===== config.mk =====
export PLATFORM = sky130hd
export DESIGN_NAME = igs_top
export DESIGN_NICKNAME = d
export VERILOG_FILES = /design/src/rtl/igs_pkg.sv /design/src/rtl/igs_top.sv
export VERILOG_INCLUDE_DIRS = /design/src /design/src/rtl
export SDC_FILE = /design/constraint.sdc
export NUM_CORES = 1
export LEC_CHECK = 0
export ABC_AREA = 1
export BUFFER_PORTS_ARGS = -buffer_cell sky130_fd_sc_hd__buf_2
export CORE_MARGIN = 2
export CORE_UTILIZATION = 57
export CTS_CLUSTER_SIZE = 40
export DETAILED_ROUTE_END_ITERATION = 7
export PLACE_DENSITY = 0.81
export SYNTH_ARGS = -nofsm -noshare
export SYNTH_HDL_FRONTEND = slang
export SYNTH_SLANG_ARGS = --single-unit

===== constraint.sdc =====
create_clock -name MCLK -period 5.1 [get_ports MCLK]
set_input_delay 0.51 -clock MCLK [delete_from_list [all_inputs] [get_ports MCLK]]
set_output_delay 0.51 -clock MCLK [all_outputs]
set_load 0.05 [all_outputs]

===== src/rtl/igs_consts.svh =====
`ifndef IGS_CONSTS_SVH
`define IGS_CONSTS_SVH
// ****************************************************************
// register map
// ****************************************************************
`define IGS_OFF_CTRL       4'h0
`define IGS_OFF_STAT       4'h4
`define IGS_CTRL_KEY_BIT   0
`define IGS_CTRL_CHK_BIT   1
`define IGS_CTRL_RST       2'h0
// ****************************************************************
// time base
// ****************************************************************
`define IGS_CLK_HZ         25000000
`define IGS_TICK_MS        100
`define IGS_TICK_CYC       (`IGS_CLK_HZ / 1000 * `IGS_TICK_MS)
// ****************************************************************
// supervision times, in ms, and their tick counts
// ****************************************************************
`define IGS_T_DISC_GO_MS   1000
`define IGS_T_DISC_WIN_MS  6000
`define IGS_T_DISC_ABN_MS  5900
`define IGS_T_DISC_OFF_MS  300000
`define IGS_T_DIS_GO_MS    1800000
`define IGS_T_DIS_ABN_MS   5000
`define IGS_T_DIS_OFF_MS   1800000
`define IGS_T_DIS_OK_MS    3000000
`define IGS_T_TEMP_OK_MS   360000
`define IGS_TK(ms)         (15'((ms) / `IGS_TICK_MS))
// ****************************************************************
// thresholds, counter limits and bus response codes
// ****************************************************************
`define IGS_FAN_MIN_RPM    12'd390
`define IGS_TEMP_HI        8'sd35
`define IGS_TEMP_LO        8'sd5
`define IGS_DISC_LIM_CHK   2'd1
`define IGS_DISC_LIM_NRM   2'd3
`define IGS_DIS_LIM        4'd12
`define IGS_RESP_OKAY      2'b00
`define IGS_RESP_DECERR    2'b11
`endif


===== src/rtl/igs_pkg.sv =====
package igs_pkg;
  // ion operation: none, with a main mode, or alone
  typedef enum logic [1:0] {ION_OFF, ION_COMB, ION_INDIV} igs_mode_e;
  // generator power sequencer
  typedef enum logic [1:0] {G_IDLE, G_ON, G_REST} igs_gen_e;
  // status word as software reads it
  typedef struct packed {
    logic [15:0] rsvd;
    logic [3:0]  dis_cnt;
    logic [1:0]  disc_cnt;
    logic        blink;
    logic        disc_fault;
    logic        temp_ok;
    logic        gen_pwr;
    logic        saved;
    logic        ion_on;
    logic [1:0]  rsvd2;
    igs_mode_e   mode;
  } igs_stat_s;
endpackage


===== src/rtl/igs_top.sv =====
// The AXI4-Lite interface to the registers and the address map were left to the implementer.
`timescale 1ns/1ns
`include "igs_consts.svh"
module igs_top #(
  parameter int unsigned TICK_CYC = `IGS_TICK_CYC
) (
  input  wire logic               MCLK,
  input  wire logic               ARST_N,
  input  wire logic               UNIT_RUN,
  input  wire logic               OFFON_STOP,
  input  wire logic               ON_TIMER,
  input  wire logic               OFF_TIMER,
  input  wire logic               FAN_RUN,
  input  wire logic [11:0]        FAN_RPM,
  input  wire logic [7:0]         INTAKE_T,
  input  wire logic               NV_ION,
  input  wire logic               GEN_ABN,
  output logic                    GEN_PWR,
  output logic                    ION_LED,
  output logic                    TIMER_BLINK,
  output logic                    FAULT_STORE,
  output logic                    FAULT_HIDDEN,
  output logic                    ION_SAVED,
  output logic                    ION_ACTIVE,
  output logic                    USER_FAN,
  output logic                    AUTO_FAN_MED,
  output logic                    BOOST_INH,
  output logic                    USER_SWING,
  output igs_pkg::igs_mode_e      ION_MODE,
  input  wire logic [3:0]         S_AXI_AWADDR,
  input  wire logic               S_AXI_AWVALID,
  output logic                    S_AXI_AWREADY,
  input  wire logic [31:0]        S_AXI_WDATA,
  input  wire logic [3:0]         S_AXI_WSTRB,
  input  wire logic               S_AXI_WVALID,
  output logic                    S_AXI_WREADY,
  output logic [1:0]              S_AXI_BRESP,
  output logic                    S_AXI_BVALID,
  input  wire logic               S_AXI_BREADY,
  input  wire logic [3:0]         S_AXI_ARADDR,
  input  wire logic               S_AXI_ARVALID,
  output logic                    S_AXI_ARREADY,
  output logic [31:0]             S_AXI_RDATA,
  output logic [1:0]              S_AXI_RRESP,
  output logic                    S_AXI_RVALID,
  input  wire logic               S_AXI_RREADY
);
  import igs_pkg::*;

  // ****************************************************************
  // reset release and time base
  // ****************************************************************
  logic        rst_a_q, rst_n;
  logic [21:0] pre_q;
  logic        tick_q;

  // release through two flops so every flop leaves reset together
  always_ff @(posedge MCLK or negedge ARST_N) begin
    if (!ARST_N) begin
      rst_a_q <= 1'b0;
      rst_n   <= 1'b0;
    end else begin
      rst_a_q <= 1'b1;
      rst_n   <= rst_a_q;
    end
  end

  // one tick each 100 ms drives all long timers
  always_ff @(posedge MCLK or negedge rst_n) begin
    if (!rst_n) begin
      pre_q  <= 22'h0;
      tick_q <= 1'b0;
    end else if (pre_q == 22'(TICK_CYC - 1)) begin
      pre_q  <= 22'h0;
      tick_q <= 1'b1;
    end else begin
      pre_q  <= pre_q + 22'h1;
      tick_q <= 1'b0;
    end
  end

  // ****************************************************************
  // abnormal pin synchroniser
  // ****************************************************************
  logic abn_s1_q, abn_s2_q, abn_s3_q, abn_q;

  // a level only counts once the second and third stages agree
  always_ff @(posedge MCLK or negedge rst_n) begin
    if (!rst_n) begin
      abn_s1_q <= 1'b0;
      abn_s2_q <= 1'b0;
      abn_s3_q <= 1'b0;
      abn_q    <= 1'b0;
    end else begin
      abn_s1_q <= GEN_ABN;
      abn_s2_q <= abn_s1_q;
      abn_s3_q <= abn_s2_q;
      if (abn_s2_q == abn_s3_q) abn_q <= abn_s3_q;
    end
  end

  // ****************************************************************
  // register bus
  // ****************************************************************
  logic        aw_got_q, w_got_q, chk_q, key_q;
  logic [3:0]  aw_addr_q;
  logic [31:0] wdata_q;
  logic [3:0]  wstrb_q;
  igs_stat_s   stat;

  // write side: address and data caught in either order
  always_ff @(posedge MCLK or negedge rst_n) begin
    if (!rst_n) begin
      aw_got_q      <= 1'b0;
      w_got_q       <= 1'b0;
      aw_addr_q     <= 4'h0;
      wdata_q       <= 32'h0;
      wstrb_q       <= 4'h0;
      S_AXI_AWREADY <= 1'b1;
      S_AXI_WREADY  <= 1'b1;
      S_AXI_BVALID  <= 1'b0;
      S_AXI_BRESP   <= `IGS_RESP_OKAY;
      chk_q         <= 1'b0;
      key_q         <= 1'b0;
    end else begin
      key_q <= 1'b0;
      if (S_AXI_AWVALID && S_AXI_AWREADY) begin
        aw_got_q      <= 1'b1;
        aw_addr_q     <= S_AXI_AWADDR;
        S_AXI_AWREADY <= 1'b0;
      end
      if (S_AXI_WVALID && S_AXI_WREADY) begin
        w_got_q      <= 1'b1;
        wdata_q      <= S_AXI_WDATA;
        wstrb_q      <= S_AXI_WSTRB;
        S_AXI_WREADY <= 1'b0;
      end
      if (aw_got_q && w_got_q && !S_AXI_BVALID) begin
        aw_got_q     <= 1'b0;
        w_got_q      <= 1'b0;
        S_AXI_BVALID <= 1'b1;
        S_AXI_BRESP  <= `IGS_RESP_OKAY;
        if (aw_addr_q == `IGS_OFF_CTRL) begin
          if (wstrb_q[0]) begin
            key_q <= wdata_q[`IGS_CTRL_KEY_BIT];
            chk_q <= wdata_q[`IGS_CTRL_CHK_BIT];
          end
        end else if (aw_addr_q != `IGS_OFF_STAT) begin
          S_AXI_BRESP <= `IGS_RESP_DECERR;
        end
      end
      // readies come back only once the answer is taken
      if (S_AXI_BVALID && S_AXI_BREADY) begin
        S_AXI_BVALID  <= 1'b0;
        S_AXI_AWREADY <= 1'b1;
        S_AXI_WREADY  <= 1'b1;
      end
    end
  end

  // read side: one read in flight, answer one cycle after address
  always_ff @(posedge MCLK or negedge rst_n) begin
    if (!rst_n) begin
      S_AXI_ARREADY <= 1'b1;
      S_AXI_RVALID  <= 1'b0;
      S_AXI_RDATA   <= 32'h0;
      S_AXI_RRESP   <= `IGS_RESP_OKAY;
    end else if (S_AXI_ARVALID && S_AXI_ARREADY) begin
      S_AXI_ARREADY <= 1'b0;
      S_AXI_RVALID  <= 1'b1;
      S_AXI_RRESP   <= `IGS_RESP_OKAY;
      unique case (S_AXI_ARADDR)
        `IGS_OFF_CTRL: S_AXI_RDATA <= {30'h0, chk_q, 1'b0};
        `IGS_OFF_STAT: S_AXI_RDATA <= stat;
        default: begin
          S_AXI_RDATA <= 32'h0;
          S_AXI_RRESP <= `IGS_RESP_DECERR;
        end
      endcase
    end else if (S_AXI_RVALID && S_AXI_RREADY) begin
      S_AXI_RVALID  <= 1'b0;
      S_AXI_ARREADY <= 1'b1;
    end
  end

  // ****************************************************************
  // ion operation state
  // ****************************************************************
  logic      ion_on_q, saved_q, boot_q, op_stop;
  igs_mode_e mode_q;

  assign op_stop = OFFON_STOP || OFF_TIMER;

  // stop beats off timer beats key beats on timer
  always_ff @(posedge MCLK or negedge rst_n) begin
    if (!rst_n) begin
      ion_on_q <= 1'b0;
      saved_q  <= 1'b0;
      boot_q   <= 1'b1;
    end else begin
      boot_q <= 1'b0;
      if (boot_q) begin
        ion_on_q <= NV_ION;
      end else if (OFFON_STOP) begin
        ion_on_q <= 1'b0;
      end else if (OFF_TIMER) begin
        saved_q  <= ion_on_q;
        ion_on_q <= 1'b0;
      end else if (key_q) begin
        ion_on_q <= !ion_on_q;
      end else if (ON_TIMER && !UNIT_RUN && !ion_on_q) begin
        ion_on_q <= saved_q;
      end
      // an on timer firing while running leaves all as is
    end
  end

  // the main controller decides whether a mode runs beside ion
  always_ff @(posedge MCLK or negedge rst_n) begin
    if (!rst_n) begin
      mode_q <= ION_OFF;
    end else if (!ion_on_q) begin
      mode_q <= ION_OFF;
    end else if (UNIT_RUN) begin
      mode_q <= ION_COMB;
    end else begin
      mode_q <= ION_INDIV;
    end
  end

  // individual run hands fan and swing to the user
  always_ff @(posedge MCLK or negedge rst_n) begin
    if (!rst_n) begin
      USER_FAN     <= 1'b0;
      AUTO_FAN_MED <= 1'b0;
      BOOST_INH    <= 1'b0;
      USER_SWING   <= 1'b0;
    end else begin
      USER_FAN     <= mode_q == ION_INDIV;
      AUTO_FAN_MED <= mode_q == ION_INDIV;
      BOOST_INH    <= mode_q == ION_INDIV;
      USER_SWING   <= mode_q == ION_INDIV;
    end
  end

  // ****************************************************************
  // intake temperature recovery
  // ****************************************************************
  logic        temp_in, temp_ok_q;
  logic [14:0] temp_cnt_q;

  assign temp_in = ($signed(INTAKE_T) < `IGS_TEMP_HI) &&
                   ($signed(INTAKE_T) >= `IGS_TEMP_LO);

  // out of range pauses at once, recovery needs a steady six minutes
  always_ff @(posedge MCLK or negedge rst_n) begin
    if (!rst_n) begin
      temp_ok_q  <= 1'b1;
      temp_cnt_q <= 15'h0;
    end else if (!temp_in) begin
      temp_ok_q  <= 1'b0;
      temp_cnt_q <= 15'h0;
    end else if (!temp_ok_q && tick_q) begin
      if (temp_cnt_q == `IGS_TK(`IGS_T_TEMP_OK_MS) - 15'h1) begin
        temp_ok_q <= 1'b1;
      end
      temp_cnt_q <= temp_cnt_q + 15'h1;
    end
  end

  // ****************************************************************
  // generator sequencer and fault supervision
  // ****************************************************************
  logic        allow, fan_ok, disc_ev, dis_ev, fault_q;
  igs_gen_e    gen_q;
  logic [14:0] on_t_q, rest_q, abn_t_q;
  logic [1:0]  disc_cnt_q;
  logic [3:0]  dis_cnt_q;

  assign fan_ok = FAN_RUN &&
                  (mode_q == ION_INDIV || FAN_RPM >= `IGS_FAN_MIN_RPM);
  assign allow  = mode_q != ION_OFF && fan_ok && temp_in && temp_ok_q &&
                  !fault_q && !op_stop;
  // window opens 1 s after power-on; the run must reach 5.9 s inside it
  assign disc_ev = gen_q == G_ON && abn_q && !dis_ev &&
                   on_t_q < `IGS_TK(`IGS_T_DISC_GO_MS + `IGS_T_DISC_WIN_MS) &&
                   abn_t_q == `IGS_TK(`IGS_T_DISC_ABN_MS);
  assign dis_ev  = gen_q == G_ON && abn_q &&
                   on_t_q >= `IGS_TK(`IGS_T_DIS_GO_MS) &&
                   abn_t_q == `IGS_TK(`IGS_T_DIS_ABN_MS);

  // abnormal run length, restarted at each window opening
  always_ff @(posedge MCLK or negedge rst_n) begin
    if (!rst_n) begin
      abn_t_q <= 15'h0;
    end else if (gen_q != G_ON || !abn_q ||
                 on_t_q < `IGS_TK(`IGS_T_DISC_GO_MS) ||
                 on_t_q == `IGS_TK(`IGS_T_DIS_GO_MS)) begin
      abn_t_q <= 15'h0;
    end else if (tick_q && abn_t_q != 15'h7fff) begin
      abn_t_q <= abn_t_q + 15'h1;
    end
  end

  // a pause drops power and restarts the power-on clock
  always_ff @(posedge MCLK or negedge rst_n) begin
    if (!rst_n) begin
      gen_q   <= G_IDLE;
      GEN_PWR <= 1'b0;
      on_t_q  <= 15'h0;
      rest_q  <= 15'h0;
    end else begin
      unique case (gen_q)
        G_IDLE: begin
          on_t_q <= 15'h0;
          if (allow) begin
            gen_q   <= G_ON;
            GEN_PWR <= 1'b1;
          end
        end
        G_ON: begin
          if (disc_ev || dis_ev) begin
            gen_q   <= G_REST;
            GEN_PWR <= 1'b0;
            rest_q  <= disc_ev ? `IGS_TK(`IGS_T_DISC_OFF_MS)
                               : `IGS_TK(`IGS_T_DIS_OFF_MS);
          end else if (!allow) begin
            gen_q   <= G_IDLE;
            GEN_PWR <= 1'b0;
          end else if (tick_q && on_t_q != 15'h7fff) begin
            on_t_q <= on_t_q + 15'h1;
          end
        end
        G_REST: begin
          // the rest time runs out even if ion is paused meanwhile
          if (rest_q == 15'h0) begin
            gen_q <= G_IDLE;
          end else if (tick_q) begin
            rest_q <= rest_q - 15'h1;
          end
        end
      endcase
    end
  end

  // disconnection count and fault latch
  always_ff @(posedge MCLK or negedge rst_n) begin
    if (!rst_n) begin
      disc_cnt_q  <= 2'h0;
      fault_q     <= 1'b0;
      TIMER_BLINK <= 1'b0;
      FAULT_STORE <= 1'b0;
    end else begin
      FAULT_STORE <= 1'b0;
      if (disc_ev) begin
        disc_cnt_q <= disc_cnt_q + {1'b0, disc_cnt_q != 2'h3};
        if (chk_q && disc_cnt_q + 2'h1 >= `IGS_DISC_LIM_CHK) begin
          fault_q     <= 1'b1;
          TIMER_BLINK <= 1'b1;
          FAULT_STORE <= !fault_q;
        end else if (!chk_q && disc_cnt_q + 2'h1 >= `IGS_DISC_LIM_NRM) begin
          fault_q     <= 1'b1;
          FAULT_STORE <= !fault_q;
        end
      end else if (op_stop && !chk_q) begin
        disc_cnt_q <= 2'h0;
      end
    end
  end

  // discharge count, cleared by a long healthy run or a stop
  always_ff @(posedge MCLK or negedge rst_n) begin
    if (!rst_n) begin
      dis_cnt_q    <= 4'h0;
      FAULT_HIDDEN <= 1'b0;
    end else begin
      FAULT_HIDDEN <= 1'b0;
      if (dis_ev) begin
        dis_cnt_q <= dis_cnt_q + {3'h0, dis_cnt_q != 4'hf};
        if (dis_cnt_q >= `IGS_DIS_LIM - 4'h1) FAULT_HIDDEN <= 1'b1;
      end else if (op_stop || (gen_q == G_ON && tick_q &&
                   on_t_q == `IGS_TK(`IGS_T_DIS_OK_MS))) begin
        dis_cnt_q <= 4'h0;
      end
    end
  end

  // ****************************************************************
  // lamp, status outputs and status word
  // ****************************************************************
  always_ff @(posedge MCLK or negedge rst_n) begin
    if (!rst_n) begin
      ION_LED    <= 1'b0;
      ION_SAVED  <= 1'b0;
      ION_ACTIVE <= 1'b0;
      ION_MODE   <= ION_OFF;
    end else begin
      ION_LED    <= ion_on_q && !fault_q;
      ION_SAVED  <= saved_q;
      ION_ACTIVE <= ion_on_q;
      ION_MODE   <= mode_q;
    end
  end

  always_comb begin
    stat            = '0;
    stat.dis_cnt    = dis_cnt_q;
    stat.disc_cnt   = disc_cnt_q;
    stat.blink      = TIMER_BLINK;
    stat.disc_fault = fault_q;
    stat.temp_ok    = temp_ok_q;
    stat.gen_pwr    = GEN_PWR;
    stat.saved      = saved_q;
    stat.ion_on     = ion_on_q;
    stat.mode       = mode_q;
  end

  // ****************************************************************
  // checks
  // ****************************************************************
  chk_mode_comb: assert property (@(posedge MCLK)
    disable iff (!rst_n) ion_on_q && UNIT_RUN |=> mode_q == ION_COMB)
    else $error("combined mode not entered");
  chk_mode_indiv: assert property (@(posedge MCLK)
    disable iff (!rst_n) ion_on_q && !UNIT_RUN |-> ##2 ION_MODE == ION_INDIV)
    else $error("individual mode not shown");
  chk_stop_clears: assert property (@(posedge MCLK)
    disable iff (!rst_n) OFFON_STOP && !boot_q |=> !ion_on_q ##1 !ION_ACTIVE)
    else $error("stop left ion running");
  chk_fan_pause: assert property (@(posedge MCLK)
    disable iff (!rst_n) !FAN_RUN |=> !GEN_PWR)
    else $error("generator on with fan stopped");
  chk_temp_pause: assert property (@(posedge MCLK)
    disable iff (!rst_n) !temp_in |=> !GEN_PWR [*2])
    else $error("generator on out of temperature");
  chk_rpm_gate: assert property (@(posedge MCLK) disable iff (!rst_n)
    mode_q == ION_COMB && FAN_RPM < `IGS_FAN_MIN_RPM |=> !GEN_PWR)
    else $error("generator on at low fan speed");
  chk_off_save: assert property (@(posedge MCLK) disable iff (!rst_n)
    OFF_TIMER && !OFFON_STOP && !boot_q |=> saved_q == $past(ion_on_q)
    && !ion_on_q)
    else $error("off timer did not save status");
  chk_disc_rest: assert property (@(posedge MCLK)
    disable iff (!rst_n) disc_ev |=> !GEN_PWR [*8])
    else $error("generator not rested after disconnection");
  chk_fault_lamp: assert property (@(posedge MCLK)
    disable iff (!rst_n) fault_q |=> !ION_LED)
    else $error("ion lamp on after fault");
  // a saturated count must still log each further discharge event
  chk_hidden_log: assert property (@(posedge MCLK)
    disable iff (!rst_n) dis_ev && dis_cnt_q >= `IGS_DIS_LIM - 4'h1
    |=> FAULT_HIDDEN) else $error("discharge log not stored");

  cov_comb_run: cover property (@(posedge MCLK) disable iff (!rst_n)
    mode_q == ION_COMB && GEN_PWR);
  cov_disc_ev: cover property (@(posedge MCLK) disable iff (!rst_n)
    disc_ev);
  cov_fault: cover property (@(posedge MCLK) disable iff (!rst_n)
    $rose(fault_q));
endmodule // igs_top


==> reports/results.ini <==
[sta]
rsz0062_at_grt=no
fin_crit_sh_pct=49.2
setup_tns_ns=0
hold_slack_ns=0.187
worst_slack_ns=2.59
final-setup-viol-count=0
finClkSkew_ns=0.0111
drv_slew=0
max_slew.worst_pin.slew_ns=0.980
hold_violations=0
fmax_ghz=0.398
relSlewSlack_pct=34.6
finalCriticalPeriod_ns=2.51

[clock_network]
cts_tree=done
cts_buffers=17
postCtsSetupBuffers=0
cts-resized-gates=0
cts.sinks=146
path_clk_slew_ns=0.06
clockBufferDepth=2
cts_max_level=4
clock_latency_ns=0.43
cts-root-buf=clkbuf_16

[yosys]
synthAdderAreaFrac_pct=2.01
synth_top_family_by_area=simple AND/OR/NAND/NOR gates
ys_types=49
synthMuxAreaShare_pct=0.267
yosysWarnings=0
postSynthAreaPerCell_um2=7.97
synthArstFlopShare_pct=100
synthesis.area_um2=7980
ys_seq_area_share_pct=45.9
synth_edf_count=0
syn_inst=1001
synth_top_flop_cell=dfrtp_1
synth-seq-cells=146
synth_compound_area_share_pct=7.51
synthXorXnorAreaFrac_pct=4.61
yosys.area_share.simple_pct=30.1

[detailed_routing]
wl_per_cell_um=14.2
vias=6846
wirelength_mm=18.1
drcViolationCount=0
dr.pass1.iters=5
ant_nets=0
viasPerCell=5.37
drt-initial-drc-count=519

[power_and_ir_drop]
power.density_nw_per_um2=325
ir_drop_v=0.000260
p_leak_nw=4.51
power_mw=2.93

[worst_setup_path]
cp.arrival_ns=2.85
critPathCaptureType=flip-flop
cp-start-kind=flip-flop
critPathRequiredTime_ns=5.44
crit_type=reg -> reg
cp_max_fo=19

[outcome]
run_status=finished clean

[die]
placementRows=43
dieWidth_um=122
dieArea_um2=15000
start_util_pct=57.9
coreArea_um2=13800
die_h_um=122
io_pins=132

[finish]
final_nets=1173
drive_gt1_share_pct=15.8
antennaDiodeCount=0
area_growth_syn_to_layout_pct=13.0

[placement]
dp_hpwl_mm=12.6
pre_cts_slack_ns=2.64
globalplace.congestion=0.910
portBuffers=79

[global_route]
grt_pass1_vias=6526
antenna_found_initial=0
grt_pass1_wl_mm=30.8
grt_start_max_net_pins=79
overflow=0
grt_usage_pct=26.1

[hold_path]
min_path_type=in -> reg

[job]
maxCapViolations=0

==> flip-flops by register name (all words and copies together), names as in the netlist, 2 cells and up <==
name,count
abn_t_q,15
disc_cnt_q,2
temp_cnt_q,15
wdata_q,2
dis_cnt_q,4
gen_q,2
S_AXI_RDATA,14
ION_MODE,2
aw_addr_q,4
rest_q,15
mode_q,2
pre_q,22
on_t_q,15
==> metal layers <==
| metal | part of all wire (%) | wire length, µm | global-route usage, % | vias to the layer above |
|---|---|---|---|---|
| li1 | - | - | - | 3359 |
| met1 | 45 | 8200 | 35.3 | 3241 |
| met2 | 47 | 8610 | 41.6 | 206 |
| met3 | 5.3 | 963 | 6.18 | 40 |
| met4 | 2.1 | 372 | 8.55 | 0 |
| met5 | 0 | 0 | 0 | - |
==> area by class of cell <==
class / instances / area [µm²]
multi-input cells: 707 / 3620
well taps: 180 / 225
clock buffers: 20 / 447
inverters: 129 / 484
repair buffers: 82 / 420
flip-flops and latches: 146 / 3660
fillers: 1161 / 4750
clock inverters: 11 / 154
==> cell families (layout without fill, tap and decap cells) <==
group / Yosys count / in the layout
muxes: 2 / 2
DFF: 146 / 146
buffers and inverters: 166 / 242
adders and majority gates: 13 / 13
other: 2 / 20
AOI/OAI and AO/OA: 106 / 106
xor gates and xnor gates: 42 / 42
and+or+nand+nor: 524 / 524
==> through the flow <==
step | area [µm²] | std cells | util, %
floorplan | 8050 | 1019 | -
global placement | 8410 | 1243 | 61.0
CTS | 9020 | 1275 | 65.5
finish | 9020 | 1275 | 65.5
detailed placement | 8410 | 1243 | 61.0
global route | 9020 | 1275 | 65.5
==> cell usage after synthesis (12+ instances only) <==
library cell	count	area share, %
a21oi_1	22	1.4
nor3_1	23	1.4
xor2_1	37	4.1
nand2_2	24	1.9
ha_1	12	1.9
nand3_1	80	5.0
inv_1	122	5.7
nor2_1	115	5.4
dfrtp_1	141	44
buf_4	24	2.3
nand2_1	212	10
nand4_1	29	2.3
o21ai_0	49	3.1
o21ai_1	18	1.1
==> placed cells by master, fill, tap and decap left out, types with 18 or more instances in the layout <==
cell,count
inv_1,122
buf_2,79
nand4_1,29
conb_1,20
nand2_1,212
o21ai_0,49
nor3_1,23
o21ai_1,18
nand2_2,24
nand3_1,80
xor2_1,37
a21oi_1,22
nor2_1,115
dfrtp_1,140
==> worst paths after layout <==
path | from | to | slack (ns) | cells after the start
worst max register to register | gen_q[1]$_DFFE_PN0P_ | on_t_q[1]$_DFFE_PN0P_ | 2.59 | 6
worst min register to register | rst_a_q$_DFF_PN0_ | rst_n$_DFF_PN0_ | 0.35 | 0
worst min-delay path | GEN_ABN | abn_s1_q$_DFF_PN0_ | 0.19 | 1
min in group asynchronous | ARST_N | rst_n$_DFF_PN0_ | 0.41 | 2
max in group asynchronous | rst_n$_DFF_PN0_ | on_t_q[13]$_DFFE_PN0P_ | 3.41 | 1
worst max-delay path | gen_q[1]$_DFFE_PN0P_ | on_t_q[1]$_DFFE_PN0P_ | 2.59 | 6
==> worst max-delay path, stage by stage, from the launching register on <==
cell and delay, ns:
dfrtp_1 0.40, inv_1 0.08, ha_1 0.25, clkinv_1 0.52
nand2_1 0.68, nand2_4 0.27, o21ai_0 0.22
==> report_power, final <==
| group | internal [mW] | leakage [nW] | switching [mW] |
|---|---|---|---|
| sequential | 1.24 | 1.95 | 0.0583 |
| combinational | 0.0795 | 2.27 | 0.265 |
| clock | 0.784 | 0.287 | 0.504 |
==> timing repair <==
| action | CTS | global route |
|---|---|---|
| hold endpoints to repair | 2 | 0 |
| hold buffers | 1 | 0 |
| endpoints found under the setup margin | 0 | 0 |
No activity file was read; power rests on OpenSTA's default activity.
